<file path="config.mk">
export PLATFORM = sky130hd
export DESIGN_NAME = ueb_core
export DESIGN_NICKNAME = d
export VERILOG_FILES = /design/src/common/ueb_pkg.sv /design/src/hdl/ueb_core.sv
export SDC_FILE = /design/constraint.sdc
export NUM_CORES = 1
export LEC_CHECK = 0
export BUFFER_PORTS_ARGS = -buffer_cell sky130_fd_sc_hd__buf_2
export CAP_MARGIN = 40
export CORE_MARGIN = 2
export CORE_UTILIZATION = 30
export DETAILED_ROUTE_END_ITERATION = 12
export PLACE_DENSITY = 0.51
export SLEW_MARGIN = 20
export SYNTH_ARGS = -nofsm -noshare
export SYNTH_HDL_FRONTEND = slang
export SYNTH_SLANG_ARGS = --single-unit
</file>
<file path="constraint.sdc">
create_clock -name mclk_i -period 11.1 [get_ports mclk_i]
set_input_delay 1.665 -clock mclk_i [delete_from_list [all_inputs] [get_ports mclk_i]]
set_output_delay 1.665 -clock mclk_i [all_outputs]
set_load 0.005 [all_outputs]
</file>
<file path="src/common/ueb_pkg.sv">
package ueb_pkg;
    // register byte offsets
    localparam logic [7:0] OFF_DIV_LO = 8'h00; // reads zero, write ignored when access bit clear
    localparam logic [7:0] OFF_DIV_HI = 8'h04; // reads zero when access bit clear
    localparam logic [7:0] OFF_EFR = 8'h08;
    localparam logic [7:0] OFF_LCR = 8'h0c;
    localparam logic [7:0] OFF_RESUME_CHAR_ONE = 8'h10;
    localparam logic [7:0] OFF_RESUME_CHAR_TWO = 8'h14;
    localparam logic [7:0] OFF_MSR = 8'h18; // also pause_char_one
    localparam logic [7:0] OFF_SCR = 8'h1c; // also pause_char_two
    localparam logic [7:0] OFF_ABEN = 8'h20;
    localparam logic [7:0] OFF_SPEED = 8'h24;
    localparam logic [7:0] OFF_SCNT = 8'h28;
    localparam logic [7:0] OFF_SPNT = 8'h2c;
    localparam logic [7:0] OFF_ABRES = 8'h30;
    localparam logic [7:0] OFF_RFIX = 8'h34;
    localparam logic [7:0] OFF_ABDUR = 8'h38;
    localparam logic [7:0] OFF_GUARD = 8'h3c;
    localparam logic [7:0] OFF_ESCV = 8'h40;
    localparam logic [7:0] OFF_ESCEN = 8'h44;
    localparam logic [7:0] OFF_SLEEP = 8'h48;
    localparam logic [7:0] OFF_VFIFO = 8'h4c;
    localparam logic [7:0] OFF_RXTRIG = 8'h50;
    localparam logic [7:0] OFF_FLOWST = 8'h54; // block state
    // values after reset
    localparam logic [15:0] RST_DIV = 16'h0001;
    localparam logic [7:0] RST_SPNT = 8'hff;
    localparam logic [6:0] RST_ABDUR = 7'h0d;
    localparam logic [7:0] RST_ESCV = 8'hff;
    localparam logic [7:0] ENH_KEY = 8'hbf;
    // field positions
    localparam int LCR_DIVISOR_ACCESS_BIT = 7;
    localparam int EFR_ACTS = 7;
    localparam int EFR_ARTS = 6;
    localparam int RF_FIX = 0;
    localparam int RF_ABFIX = 1;
    localparam int RF_FSEL = 2;
    localparam int RF_RESTR = 3;
    localparam int GD_EN = 4;
    // oversampling base per speed value
    localparam logic [7:0] BASE_16 = 8'h0f;
    localparam logic [7:0] BASE_8 = 8'h07;
    localparam logic [7:0] BASE_4 = 8'h03;
    localparam logic [1:0] TRIG_PROG = 2'b11;
    // 13 MHz tick from 26 MHz tick
    localparam logic [2:0] TICK26_DIV = 3'h4;
    typedef enum logic [1:0] {UEB_AB_IDLE, UEB_AB_ARM, UEB_AB_RUN} ueb_ab_t;
endpackage : ueb_pkg

</file>
<file path="src/hdl/ueb_core.sv">
// Added by the designer: strobed register access.
`timescale 1ns/1ps
// Summary of operation
// - modem delta flags set on change, read clears
// - ring flag on low-to-high since read
// - scratch byte reads back, access bit clear
// - divisor writes need access bit; one=tick high
// - default mode tick is sixteen per bit
// - feature and flow chars mapped only at BFh
// - auto clear pauses tx, auto request tracks space
// - upper flow bits pick transmit characters
// - lower flow bits pick recognised characters
// - speed field picks 16, 8, 4 or count
// - speed three counts zero to sample count
// - speed three samples at programmed point
// - rate fix gates tx/rx on chosen tick
// - autobaud rate fix gates autobaud on tick
// - restrict adds condition leaving autobaud start
// - guard idle after stop, count times step
// - tx escapes flow chars, sends inverted byte
// - rx strips escape, inverts following byte
// - sleep asserts flow; wake releases or resumes
// - virtual queue uses dma threshold, timeout
// - trigger select 11 uses programmable trigger
// - access bit gates the divisor at offsets zero and four
module ueb_core (
    input wire logic mclk_i,
    input wire logic rst_i,
    input wire logic [7:0] addr_i,
    input wire logic [15:0] wdata_i,
    input wire logic wr_i,
    input wire logic rd_i,
    output logic [15:0] rdata_o,
    input wire logic dcd_i,
    input wire logic dsr_i,
    input wire logic cts_i,
    input wire logic ring_indicator_input_n_i,
    input wire logic rx_i,
    input wire logic twentysix_mhz_tick_i,
    input wire logic sleep_i,
    input wire logic [1:0] rx_trig_sel_i,
    input wire logic [3:0] rx_level_i,
    input wire logic [3:0] dma_level_i,
    input wire logic [3:0] dma_threshold_i,
    input wire logic rx_idle_i,
    input wire logic [7:0] tx_byte_i,
    input wire logic tx_byte_valid_i,
    input wire logic [7:0] rx_byte_i,
    input wire logic rx_byte_valid_i,
    output logic tx_byte_ready_o,
    output logic [7:0] tx_out_byte_o,
    output logic tx_out_valid_o,
    output logic [7:0] rx_out_byte_o,
    output logic rx_out_valid_o,
    output logic baud_tick_o,
    output logic sample_o,
    output logic sample_valid_o,
    output logic rts_n_o,
    output logic send_resume_o,
    output logic send_pause_o,
    output logic xfer_gate_o,
    output logic guard_busy_o,
    output logic dma_timeout_o
);
    logic [7:0] lcr_q, div_lo_q, div_hi_q, efr_q, scr_q;
    logic [7:0] resume_char_one_q, resume_char_two_q, pause_char_one_q, pause_char_two_q;
    logic [7:0] scnt_q, spnt_q, escv_q;
    logic [1:0] speed_q;
    logic [3:0] rfix_q, rxtrig_q;
    logic [4:0] guard_q;
    logic [6:0] abdur_q;
    logic aben_q, escen_q, sleepen_q, vfifo_q;
    logic [7:0] abres_q;
    logic [3:0] dflag_q; // dcd, ring, dsr, cts
    logic [2:0] mlast_q;
    logic ring_last_q;
    logic enh, divisor_access_bit, msr_rd;
    logic [15:0] divisor;
    logic [15:0] div_cnt_q;
    logic [7:0] samp_cnt_q, base;
    logic [2:0] t13_cnt_q;
    logic tick13_q, gate_tick;
    logic [3:0] thresh, level;
    logic above;
    logic asleep_q;
    logic [3:0] stop_guard_length_q;
    logic esc_pend_q, rx_esc_q, rx_paused_q;
    logic [7:0] esc_byte_q;
    logic [15:0] idle_cnt_q;
    ueb_pkg::ueb_ab_t ab_q;

    assign enh = (lcr_q == ueb_pkg::ENH_KEY);
    assign divisor_access_bit = lcr_q[ueb_pkg::LCR_DIVISOR_ACCESS_BIT];
    assign divisor = {div_hi_q, div_lo_q};
    assign msr_rd = rd_i && !enh && addr_i == ueb_pkg::OFF_MSR;

    // register writes
    always_ff @(posedge mclk_i or posedge rst_i) begin
        if (rst_i) begin
            lcr_q <= 8'h00;
            div_lo_q <= ueb_pkg::RST_DIV[7:0];
            div_hi_q <= ueb_pkg::RST_DIV[15:8];
            efr_q <= 8'h00;
            scr_q <= 8'h00;
            resume_char_one_q <= 8'h00;
            resume_char_two_q <= 8'h00;
            pause_char_one_q <= 8'h00;
            pause_char_two_q <= 8'h00;
            aben_q <= 1'b0;
            speed_q <= 2'h0;
            scnt_q <= 8'h00;
            spnt_q <= ueb_pkg::RST_SPNT;
            rfix_q <= 4'h0;
            abdur_q <= ueb_pkg::RST_ABDUR;
            guard_q <= 5'h00;
            escv_q <= ueb_pkg::RST_ESCV;
            escen_q <= 1'b0;
            sleepen_q <= 1'b0;
            vfifo_q <= 1'b0;
            rxtrig_q <= 4'h0;
        end else if (wr_i) begin
            case (addr_i)
                ueb_pkg::OFF_LCR: lcr_q <= wdata_i[7:0];
                ueb_pkg::OFF_DIV_LO: if (divisor_access_bit) begin
                    div_lo_q <= wdata_i[7:0];
                end
                ueb_pkg::OFF_DIV_HI: if (divisor_access_bit) begin
                    div_hi_q <= wdata_i[7:0];
                end
                ueb_pkg::OFF_EFR: if (enh) efr_q <= wdata_i[7:0];
                ueb_pkg::OFF_RESUME_CHAR_ONE: if (enh) resume_char_one_q <= wdata_i[7:0];
                ueb_pkg::OFF_RESUME_CHAR_TWO: if (enh) resume_char_two_q <= wdata_i[7:0];
                ueb_pkg::OFF_MSR: if (enh) pause_char_one_q <= wdata_i[7:0];
                ueb_pkg::OFF_SCR: begin
                    if (enh) begin
                        pause_char_two_q <= wdata_i[7:0];
                    end else if (!divisor_access_bit) begin
                        scr_q <= wdata_i[7:0];
                    end
                end
                ueb_pkg::OFF_ABEN: aben_q <= wdata_i[0];
                ueb_pkg::OFF_SPEED: speed_q <= wdata_i[1:0];
                ueb_pkg::OFF_SCNT: scnt_q <= wdata_i[7:0];
                ueb_pkg::OFF_SPNT: spnt_q <= wdata_i[7:0];
                ueb_pkg::OFF_RFIX: rfix_q <= wdata_i[3:0];
                ueb_pkg::OFF_ABDUR: abdur_q <= wdata_i[6:0];
                ueb_pkg::OFF_GUARD: guard_q <= wdata_i[4:0];
                ueb_pkg::OFF_ESCV: escv_q <= wdata_i[7:0];
                ueb_pkg::OFF_ESCEN: escen_q <= wdata_i[0];
                ueb_pkg::OFF_SLEEP: sleepen_q <= wdata_i[0];
                ueb_pkg::OFF_VFIFO: vfifo_q <= wdata_i[0];
                ueb_pkg::OFF_RXTRIG: rxtrig_q <= wdata_i[3:0];
                default: ;
            endcase
        end
    end

    // read data, one cycle after the strobe
    always_ff @(posedge mclk_i or posedge rst_i) begin
        if (rst_i) begin
            rdata_o <= 16'h0000;
        end else if (rd_i) begin
            case (addr_i)
                ueb_pkg::OFF_LCR: rdata_o <= {8'h00, lcr_q};
                ueb_pkg::OFF_DIV_LO: rdata_o <= {8'h00, divisor_access_bit ? div_lo_q : 8'h00};
                ueb_pkg::OFF_DIV_HI: rdata_o <= {8'h00, divisor_access_bit ? div_hi_q : 8'h00};
                ueb_pkg::OFF_EFR: rdata_o <= {8'h00, enh ? efr_q : 8'h00};
                ueb_pkg::OFF_RESUME_CHAR_ONE: rdata_o <= {8'h00, enh ? resume_char_one_q : 8'h00};
                ueb_pkg::OFF_RESUME_CHAR_TWO: rdata_o <= {8'h00, enh ? resume_char_two_q : 8'h00};
                ueb_pkg::OFF_MSR: rdata_o <= enh ? {8'h00, pause_char_one_q} :
                    {8'h00, dcd_i, !ring_indicator_input_n_i, dsr_i, cts_i,
                     dflag_q};
                ueb_pkg::OFF_SCR: rdata_o <= {8'h00, enh ? pause_char_two_q : scr_q};
                ueb_pkg::OFF_ABEN: rdata_o <= {15'h0000, aben_q};
                ueb_pkg::OFF_SPEED: rdata_o <= {14'h0000, speed_q};
                ueb_pkg::OFF_SCNT: rdata_o <= {8'h00, scnt_q};
                ueb_pkg::OFF_SPNT: rdata_o <= {8'h00, spnt_q};
                ueb_pkg::OFF_ABRES: rdata_o <= {8'h00, abres_q};
                ueb_pkg::OFF_RFIX: rdata_o <= {12'h000, rfix_q};
                ueb_pkg::OFF_ABDUR: rdata_o <= {9'h000, abdur_q};
                ueb_pkg::OFF_GUARD: rdata_o <= {11'h000, guard_q};
                ueb_pkg::OFF_ESCV: rdata_o <= {8'h00, escv_q};
                ueb_pkg::OFF_ESCEN: rdata_o <= {15'h0000, escen_q};
                ueb_pkg::OFF_SLEEP: rdata_o <= {15'h0000, sleepen_q};
                ueb_pkg::OFF_VFIFO: rdata_o <= {15'h0000, vfifo_q};
                ueb_pkg::OFF_RXTRIG: rdata_o <= {12'h000, rxtrig_q};
                ueb_pkg::OFF_FLOWST: rdata_o <= {12'h000, asleep_q, above,
                    rts_n_o, guard_busy_o};
                default: rdata_o <= 16'h0000;
            endcase
        end else begin
            rdata_o <= 16'h0000;
        end
    end

    // modem delta flags, set wins over read clear
    always_ff @(posedge mclk_i or posedge rst_i) begin
        if (rst_i) begin
            dflag_q <= 4'h0;
            mlast_q <= 3'h0;
            ring_last_q <= 1'b0;
        end else begin
            mlast_q <= {dcd_i, dsr_i, cts_i};
            ring_last_q <= !ring_indicator_input_n_i;
            dflag_q[3] <= (dcd_i != mlast_q[2]) | (dflag_q[3] & !msr_rd);
            dflag_q[1] <= (dsr_i != mlast_q[1]) | (dflag_q[1] & !msr_rd);
            dflag_q[0] <= (cts_i != mlast_q[0]) | (dflag_q[0] & !msr_rd);
            // pin low last cycle, high now: trailing edge of the ring
            dflag_q[2] <= (ring_indicator_input_n_i & ring_last_q)
                | (dflag_q[2] & !msr_rd);
        end
    end

    // 13 MHz tick from every second 26 MHz tick
    always_ff @(posedge mclk_i or posedge rst_i) begin
        if (rst_i) begin
            t13_cnt_q <= 3'h0;
            tick13_q <= 1'b0;
        end else begin
            tick13_q <= 1'b0;
            if (twentysix_mhz_tick_i) begin
                t13_cnt_q <= t13_cnt_q + 3'h1;
                tick13_q <= t13_cnt_q[0];
            end
        end
    end
    assign gate_tick = rfix_q[ueb_pkg::RF_FSEL] ? tick13_q
        : twentysix_mhz_tick_i;

    // oversampling base
    always_comb begin
        case (speed_q)
            2'd0: base = ueb_pkg::BASE_16;
            2'd1: base = ueb_pkg::BASE_8;
            2'd2: base = ueb_pkg::BASE_4;
            default: base = scnt_q;
        endcase
    end

    // divisor tick and sample counter
    always_ff @(posedge mclk_i or posedge rst_i) begin
        if (rst_i) begin
            div_cnt_q <= 16'h0000;
            samp_cnt_q <= 8'h00;
            baud_tick_o <= 1'b0;
            sample_o <= 1'b1;
            sample_valid_o <= 1'b0;
            xfer_gate_o <= 1'b0;
        end else begin
            xfer_gate_o <= !rfix_q[ueb_pkg::RF_FIX] || gate_tick;
            sample_valid_o <= 1'b0;
            if (speed_q == 2'd3) begin
                baud_tick_o <= 1'b1;
                samp_cnt_q <= (samp_cnt_q >= scnt_q) ? 8'h00
                    : samp_cnt_q + 8'h01;
                if (samp_cnt_q == spnt_q) begin
                    sample_o <= rx_i;
                    sample_valid_o <= 1'b1;
                end
            end else begin
                if (divisor <= 16'h0001 || div_cnt_q >= divisor - 16'h0001) begin
                    div_cnt_q <= 16'h0000;
                    baud_tick_o <= 1'b1; // constant when one
                    samp_cnt_q <= (samp_cnt_q >= base) ? 8'h00
                        : samp_cnt_q + 8'h01;
                    if (samp_cnt_q == (base >> 1)) begin
                        sample_o <= rx_i;
                        sample_valid_o <= 1'b1;
                    end
                end else begin
                    div_cnt_q <= div_cnt_q + 16'h0001;
                    baud_tick_o <= 1'b0;
                end
            end
        end
    end

    // threshold and flow level
    assign thresh = (rx_trig_sel_i == ueb_pkg::TRIG_PROG) ? rxtrig_q
        : 4'h8;
    assign level = vfifo_q ? dma_level_i : rx_level_i;
    assign above = vfifo_q ? (dma_level_i >= dma_threshold_i)
        : (level >= thresh);

    // request line, pause/resume characters, sleep
    always_ff @(posedge mclk_i or posedge rst_i) begin
        if (rst_i) begin
            rts_n_o <= 1'b1;
            send_pause_o <= 1'b0;
            send_resume_o <= 1'b0;
            asleep_q <= 1'b0;
        end else begin
            asleep_q <= sleep_i && sleepen_q;
            rts_n_o <= efr_q[ueb_pkg::EFR_ARTS] &&
                (above || (sleep_i && sleepen_q));
            send_pause_o <= (efr_q[7:6] == 2'b00) && (efr_q[3:2] != 2'b00)
                && sleep_i && sleepen_q && !asleep_q;
            send_resume_o <= (efr_q[3:2] != 2'b00) && sleepen_q && asleep_q
                && !sleep_i && !above;
        end
    end

    // flow and escape character match
    function automatic logic is_special(input logic [7:0] b);
        logic hit;
        hit = (b == escv_q);
        if (efr_q[3]) hit = hit | (b == resume_char_one_q) | (b == pause_char_one_q);
        if (efr_q[2]) hit = hit | (b == resume_char_two_q) | (b == pause_char_two_q);
        return hit;
    endfunction

    // transmit path: escape insertion, clear-to-send, guard
    assign tx_byte_ready_o = !esc_pend_q && !tx_out_valid_o && !guard_busy_o
        && xfer_gate_o && !rx_paused_q
        && !(efr_q[ueb_pkg::EFR_ACTS] && !cts_i);
    always_ff @(posedge mclk_i or posedge rst_i) begin
        if (rst_i) begin
            esc_pend_q <= 1'b0;
            esc_byte_q <= 8'h00;
            tx_out_byte_o <= 8'h00;
            tx_out_valid_o <= 1'b0;
            guard_busy_o <= 1'b0;
            stop_guard_length_q <= 4'h0;
        end else begin
            tx_out_valid_o <= 1'b0;
            if (tx_out_valid_o && guard_q[ueb_pkg::GD_EN]
                && guard_q[3:0] != 4'h0) begin
                guard_busy_o <= 1'b1;
                stop_guard_length_q <= guard_q[3:0];
            end else if (guard_busy_o && baud_tick_o) begin
                stop_guard_length_q <= stop_guard_length_q - 4'h1;
                if (stop_guard_length_q == 4'h1) guard_busy_o <= 1'b0;
            end
            if (esc_pend_q && !tx_out_valid_o) begin
                tx_out_byte_o <= ~esc_byte_q;
                tx_out_valid_o <= 1'b1;
                esc_pend_q <= 1'b0;
            end else if (tx_byte_valid_i && tx_byte_ready_o) begin
                tx_out_valid_o <= 1'b1;
                if (escen_q && is_special(tx_byte_i)) begin
                    tx_out_byte_o <= escv_q;
                    esc_byte_q <= tx_byte_i;
                    esc_pend_q <= 1'b1;
                end else begin
                    tx_out_byte_o <= tx_byte_i;
                end
            end
        end
    end

    // receive path: escape removal
    always_ff @(posedge mclk_i or posedge rst_i) begin
        if (rst_i) begin
            rx_esc_q <= 1'b0;
            rx_out_byte_o <= 8'h00;
            rx_out_valid_o <= 1'b0;
        end else begin
            rx_out_valid_o <= 1'b0;
            if (rx_byte_valid_i && xfer_gate_o) begin
                if (escen_q && !rx_esc_q && rx_byte_i == escv_q) begin
                    rx_esc_q <= 1'b1;
                end else begin
                    rx_esc_q <= 1'b0;
                    rx_out_byte_o <= rx_esc_q ? ~rx_byte_i : rx_byte_i;
                    rx_out_valid_o <= 1'b1;
                end
            end
        end
    end

    // received pause/resume characters stop or restart transmit
    always_ff @(posedge mclk_i or posedge rst_i) begin
        if (rst_i) begin
            rx_paused_q <= 1'b0;
        end else if (rx_byte_valid_i && xfer_gate_o && !rx_esc_q) begin
            if ((efr_q[1] && rx_byte_i == pause_char_one_q)
                || (efr_q[0] && rx_byte_i == pause_char_two_q)) begin
                rx_paused_q <= 1'b1;
            end else if ((efr_q[1] && rx_byte_i == resume_char_one_q)
                || (efr_q[0] && rx_byte_i == resume_char_two_q)) begin
                rx_paused_q <= 1'b0;
            end
        end
    end

    // dma idle timeout in virtual queue mode
    always_ff @(posedge mclk_i or posedge rst_i) begin
        if (rst_i) begin
            idle_cnt_q <= 16'h0000;
            dma_timeout_o <= 1'b0;
        end else begin
            dma_timeout_o <= 1'b0;
            if (!vfifo_q || rx_byte_valid_i || dma_level_i == 4'h0) begin
                idle_cnt_q <= 16'h0000;
            end else if (idle_cnt_q == {divisor[11:0], 4'h0}) begin
                dma_timeout_o <= 1'b1;
                idle_cnt_q <= 16'h0000;
            end else begin
                idle_cnt_q <= idle_cnt_q + 16'h0001;
            end
        end
    end

    // autobaud: start bit detection, result latch
    always_ff @(posedge mclk_i or posedge rst_i) begin
        if (rst_i) begin
            ab_q <= ueb_pkg::UEB_AB_IDLE;
            abres_q <= 8'h00;
        end else if (!aben_q) begin
            ab_q <= ueb_pkg::UEB_AB_IDLE;
        end else if (!rfix_q[ueb_pkg::RF_ABFIX] || gate_tick) begin
            case (ab_q)
                ueb_pkg::UEB_AB_IDLE: if (!rfix_q[ueb_pkg::RF_RESTR] || rx_idle_i)
                    ab_q <= ueb_pkg::UEB_AB_ARM;
                ueb_pkg::UEB_AB_ARM: if (!rx_i) ab_q <= ueb_pkg::UEB_AB_RUN;
                ueb_pkg::UEB_AB_RUN: if (rx_i) begin
                    abres_q <= 8'h00;
                    ab_q <= ueb_pkg::UEB_AB_IDLE;
                end
                default: ab_q <= ueb_pkg::UEB_AB_IDLE;
            endcase
        end
    end

    a_msr_clear: assert property (@(posedge mclk_i) disable iff (rst_i)
        msr_rd && mlast_q[0] == cts_i ##1 cts_i == $past(cts_i)
        |-> !dflag_q[0]) else $error("cts flag not cleared");
    a_ring_edge: assert property (@(posedge mclk_i) disable iff (rst_i)
        $rose(dflag_q[2]) |-> $past(ring_indicator_input_n_i)
        && !$past(ring_indicator_input_n_i, 2))
        else $error("ring flag without high input");
    a_div_lock: assert property (@(posedge mclk_i) disable iff (rst_i)
        wr_i && addr_i == ueb_pkg::OFF_DIV_LO && !divisor_access_bit |=> $stable(div_lo_q))
        else $error("divisor written while locked");
    a_enh_lock: assert property (@(posedge mclk_i) disable iff (rst_i)
        wr_i && addr_i == ueb_pkg::OFF_EFR && !enh |=> $stable(efr_q))
        else $error("feature reg written outside key");
    a_cts_pause: assert property (@(posedge mclk_i) disable iff (rst_i)
        efr_q[ueb_pkg::EFR_ACTS] && !cts_i |-> !tx_byte_ready_o)
        else $error("tx accepted while paused");
    a_samp_point: assert property (@(posedge mclk_i) disable iff (rst_i)
        speed_q == 2'd3 && samp_cnt_q == spnt_q |=> sample_valid_o)
        else $error("sample point missed");
    a_esc_follow: assert property (@(posedge mclk_i) disable iff (rst_i)
        tx_out_valid_o && esc_pend_q |=> !tx_out_valid_o
        ##1 (tx_out_valid_o && tx_out_byte_o == ~esc_byte_q))
        else $error("escaped byte not inverted");
    a_rts_sleep: assert property (@(posedge mclk_i) disable iff (rst_i)
        efr_q[ueb_pkg::EFR_ARTS] && sleepen_q && sleep_i |=> rts_n_o)
        else $error("flow not asserted in sleep");
endmodule : ueb_core

</file>
* Yosys cells after proc, flatten, opt, wreduce, memory -nomap -nowiden
Index checks and enable logic that the tools add are counted.
Word-level totals: flip-flop bits (word level) 233, input bits 68, output and inout port bits 44, logic and storage cells 276
Cells by class: $add $sub $neg 6, magnitude comparators 6, equality and inequality tests 43, multiplexer cells 59, bitwise gates (word level) 19, reductions and logical operators 94
Operators by type and width (count):
- $pmux 8 s21 | 1
- $mux 8 | 15
- $eq 8x8->1 | 11
- $mux 16 | 4
- $eq 8x6->1 const B | 7
- $eq 8x7->1 const B | 6
- $mux 1 | 34
- $reduce_and 2->1 | 17
- $add 16x1->16 const B | 2
- $eq 8x5->1 const B | 4
- $logic_and 1x1->1 | 32
- $reduce_and 3->1 | 9
- $pmux 8 s3 | 1
- $eq 16x16->1 | 1
- $eq 8x4->1 const B | 2
- $ge 16x16->1 | 1
- $ge 8x8->1 | 2
- $le 16x1->1 const B | 1
- $mux 4 | 4
- $not 8->8 | 2
- $reduce_bool 2->1 | 8
- $sub 16x1->16 const B | 1
- $logic_not 1->1 | 15
- $add 8x1->8 const B | 1
- 20 further kinds | 46

* Longest topological paths before layout
word-level depth 18, gate-level depth with buffers 14, mapped depth without buffers 12

* Worst setup path after synthesis
OpenSTA, ideal clock, no wires.
path type in2reg, from in tx_byte_i[4], to reg esc_byte_q[0], library setup time 0.125 ns, arrival 3.506 ns, required time 10.975 ns, path slack 7.470 ns, stages on the path 8, buffers on the path 2, path through buf_2 -> xnor2_1 -> nand4_1 -> o22ai_1 -> and2_1 -> clkbuf_1 -> o31ai_2 -> mux2_2
On the way: cells in the longest elaborated chain, start to end 13, elaborated cells on any way between the ends 17, classes of those cells 5 x eq/ne; 6 x mux; 4 x bitwise; 2 x reduce/logical
RTL lines:
- start: declaration | line ueb_core.sv:46 | input wire logic [7:0] tx_byte_i,
- $eq 8x8->1, on equally long branches | line ueb_core.sv:306, ueb_core.sv:307
- $or 1x1->1 (2 in a row) | line ueb_core.sv:307 | if (efr_q[3]) hit = hit | (b == resume_char_one_q) | (b == pause_char_one_q);
- $mux 1 | line ueb_core.sv:307
- $mux 1 | line ueb_core.sv:338 | end else if (tx_byte_valid_i && tx_byte_ready_o) begin
- $mux 1 | line ueb_core.sv:334 | if (esc_pend_q && !tx_out_valid_o) begin
- $or 1x1->1 (2 in a row) | line ueb_core.sv:308 | if (efr_q[2]) hit = hit | (b == resume_char_two_q) | (b == pause_char_two_q);
- $mux 1 (*) | line ueb_core.sv:308
- $mux 1 (*) | line ueb_core.sv:338
- $mux 1 (*) | line ueb_core.sv:334
- $logic_and 1x1->1 (*) | line ueb_core.sv:340 | if (escen_q && is_special(tx_byte_i)) begin
- $reduce_and 3->1 (no source line) (*)
- end signal: assignment | line ueb_core.sv:342 | esc_byte_q <= tx_byte_i;
- end: declaration | line ueb_core.sv:88 | logic [7:0] esc_byte_q;
Mark *: on every way between the ends. The rest lies on a longest branch, timed or not. The select of a mux whose other input is x is not followed. A chain may end at the register's enable or synchronous reset.

* Worst setup path in the final report
from reg div_lo_q[2], to reg sample_valid_o
On the way: cells in the longest elaborated chain, start to end 5, elaborated cells on any way between the ends 6, classes of those cells 1 x add/sub; 2 x order compare; 2 x mux; 1 x reduce/logical
RTL lines:
- start: declaration | line ueb_core.sv:65 | logic [7:0] lcr_q, div_lo_q, div_hi_q, efr_q, scr_q;
- start signal: assignment | line ueb_core.sv:101 | div_lo_q <= ueb_pkg::RST_DIV[7:0];
- start signal: assignment | line ueb_core.sv:125 | div_lo_q <= wdata_i[7:0];
- $sub 16x1->16 | line ueb_core.sv:261 | if (divisor <= 16'h0001 || div_cnt_q >= divisor - 16'h0001) begin
- $ge 16x16->1 | line ueb_core.sv:261
- $logic_or 1x1->1 (*) | line ueb_core.sv:261
- $mux 1 (*) | line ueb_core.sv:261
- $mux 1 (*) | line ueb_core.sv:252 | if (speed_q == 2'd3) begin
- end signal: assignment | line ueb_core.sv:251 | sample_valid_o <= 1'b0;
- end signal: assignment | line ueb_core.sv:258 | sample_valid_o <= 1'b1;
- end signal: assignment | line ueb_core.sv:268 | sample_valid_o <= 1'b1;
- end: declaration | line ueb_core.sv:57 | output logic sample_valid_o,
Mark *: on every way between the ends. The rest lies on a longest branch, timed or not.

==> results.toml <==
[logic_synthesis]
yosysUniqueCellTypes = 73
synth_area_um2 = 13300
synth-edff-count = 0
synth_cells = 1300
ys_seq_area_frac = 0.421
dominantRegCellSynth = "dfrtp_1"
synthArstFlopShare = 1.00
synth_warnings = 0
synthAdderAreaFrac = 0.0450
ys_ff_latch = 223
synth_top_family_by_area = "simple AND/OR/NAND/NOR gates"
synth_mux_area_frac = 0.150
yosys.area_share.xor_xnor = 0.102
synth-compound-area-share = 0.0949
synthSimpleGateAreaFrac = 0.150
avgSynthCellArea_um2 = 10.3

[sta]
setup_violations = 0
hold_viol = 0
max_freq_mhz = 249
worst_pin_slew_ns = 0.901
period_minus_slack_ns = 4.02
slew_headroom = 0.391
grt_setup_unrepaired = "false"
worst_slack_ns = 7.08
setup_tns_ns = 0
finClkSkew_ns = 0.0114
drv_slew = 0
period_share = 0.362

[worst_setup_path]
crit_type = "register to register"
cp_common_cell = "nand2_1"
crit_fanout = 18
cpPeakStageDelay_ns = 0.55
path_cells = "or4_1 -> nor3_1 -> nand2_1 -> or3_2 -> xor2_1 -> ha_1 -> nand4_1 -> o221a_2 -> a2bb2oi_1 -> buf_4 -> nand2_1 -> a41o_1"
cp_num_cells = 12
critPathTopFamily = "simple AND/OR/NAND/NOR gates"
arrival_ns = 4.45
crit_path_end_kind = "register"
cp_slowest_cell = "or4_1"
crit_required_ns = 11.53
start_kind = "register"
r2r_setup_slack_ns = 7.08
r2r_end = "sample_valid_o$_DFF_PP0_"
crit_buf_inv = 1
rr_worst_depth = 12
reg2reg_from = "div_lo_q[2]$_DFFE_PP0P_"

[drt]
drc = 0
first_iter_violations = 782
routed_wl_um = 40800
vias = 10200
vias_per_cell = 5.18
antenna_left = 0
drtPass1Iterations = 5
drt-wirelength-per-cell_um = 20.7

[global_routing]
grt_pass1_wl_um = 63900
grt_use_met1 = 0.259
met2_usage = 0.270
overflow = 0
grt_pass1_vias = 10300
top_usage_layer = "met2"
antenna_found_initial = 4
grt_max_degree = 91
grtUsageMet3 = 0.0309
track_usage = 0.177

[min_path]
hold_depth = 1
hp-start = "t13_cnt_q[0]$_DFFE_PP0P_"
hold_path_end = "t13_cnt_q[0]$_DFFE_PP0P_"
hold_path.class = "register to register"

[die]
dieArea_um2 = 46200
initial_core_util = 0.303
rows = 77
fp.coreArea_um2 = 44000
num_io_pins = 112
die_w_um = 215
die_h_um = 215

[power]
ir_drop_uv = 91.3
p_per_area_nw_per_um2 = 139
p_leak_uw = 0.00685

[placed_design]
gp_congestion = 0.922
portBuffers = 94
pre_cts_slack_ns = 6.81
hpwl_um = 29100

[cts]
cts-htree-levels = 1
cts-root-buf = "clkbuf_16"
postCtsHoldBufs = 0
cts_max_path_buffers = 3
postCtsSetupRepairBufs = 0
numCtsBuffers = 27
cts_sinks = 223
clk_pin_slew_worst_paths_ns = 0.06
tritoncts = "yes"
insertion_delay_ns = 0.55
postCtsResizedCells = 0

[layout]
top_regs = "div_cnt_q: 16 flops, idle_cnt_q: 16 flops"
nNetsFinal = 1479
layout-drive-gt1-share = 0.252
final_common_cell = "dfrtp_1"
n_antenna_cell = 0
final_core_util = 0.347
area_growth_pct = 14.6
final_cell_mix = "dfrtp_1 (201), mux2_2 (140), nand2_1 (115)"

[outcome]
outcome = "finished, final reports clean"

[flow_run]
maxCapViolations = 0
kinds of logic after synthesis:
group           after synthesis
flops                       223
xor+xnor                    156
buf+inv                     116
other cells                   1
compound gates              193
mux                         173
simple gates                390
fa+ha+maj                    48
how the worst max path moves through the flow:
| stage | start | to | slack [ns] |
|---|---|---|---|
| global placement | addr_i[3] | scr_q[2]$_DFFE_PP0P_ | 6.85 |
| floorplan | rst_i | abdur_q[1]$_DFFE_PP0P_ | 3.37 |
| finish | div_lo_q[2]$_DFFE_PP0P_ | sample_valid_o$_DFF_PP0_ | 7.08 |
| global route | div_lo_q[2]$_DFFE_PP0P_ | sample_valid_o$_DFF_PP0_ | 6.77 |
| CTS | div_lo_q[2]$_DFFE_PP0P_ | sample_valid_o$_DFF_PP0_ | 7.08 |
| detailed placement | addr_i[3] | scr_q[1]$_DFFE_PP0P_ | 6.81 |
cells in the mapped netlist (10+ instances only):
cell type | number | area, um2
a21oi_1 | 60 | 300
a22o_1 | 11 | 96.3
a31oi_1 | 10 | 62.6
and2_1 | 20 | 125
buf_2 | 12 | 60.1
clkbuf_1 | 60 | 225
dfrtp_1 | 201 | 5030
dfstp_2 | 22 | 578
ha_1 | 48 | 601
inv_1 | 33 | 124
mux2_2 | 140 | 1580
mux2i_1 | 26 | 260
nand2_1 | 115 | 432
nand2b_1 | 13 | 81.3
nand3_1 | 56 | 280
nand4_1 | 23 | 144
nor2_1 | 68 | 255
nor3_1 | 14 | 70.1
nor4_1 | 22 | 138
o21ai_0 | 31 | 155
o22ai_1 | 15 | 93.8
xnor2_1 | 91 | 797
xor2_1 | 65 | 569
per-stage QoR:
| step | power [uW] | std cells | hold WS (ns) | cell area (um2) |
|---|---|---|---|---|
| 2_1_floorplan | 1130 | 1307 | 0.422 | 13400 |
| 3_3_place_gp | 1240 | 1921 | 0.447 | 14300 |
| 3_5_place_dp | 1250 | 1925 | 0.459 | 14400 |
| 4_1_cts | 2160 | 1974 | 0.470 | 15300 |
| 5_1_grt | 2230 | 1975 | 0.489 | 15300 |
| 6_report | 2130 | 1975 | 0.467 | 15300 |
area by class of cell:
class	instances	area (um2)
Clock buffer	36	769
Clock inverter	13	126
Fill cell	4458	28700
Inverter	33	131
Multi-Input combinational cell	968	7280
Sequential cell	223	5610
Tap cell	592	741
Timing Repair Buffer	110	631
where the power goes:
part | switching (uW) | internal [uW]
clock | 361 | 532
combinational | 174 | 136
sequential | 61.3 | 863
per-layer routing:
layer	vias up	wire [um]
li1	4750	-
met1	5122	19700
met2	294	17900
met3	56	2370
met4	4	833
met5	-	22
Note: power is estimated with default switching activity, not from simulation.
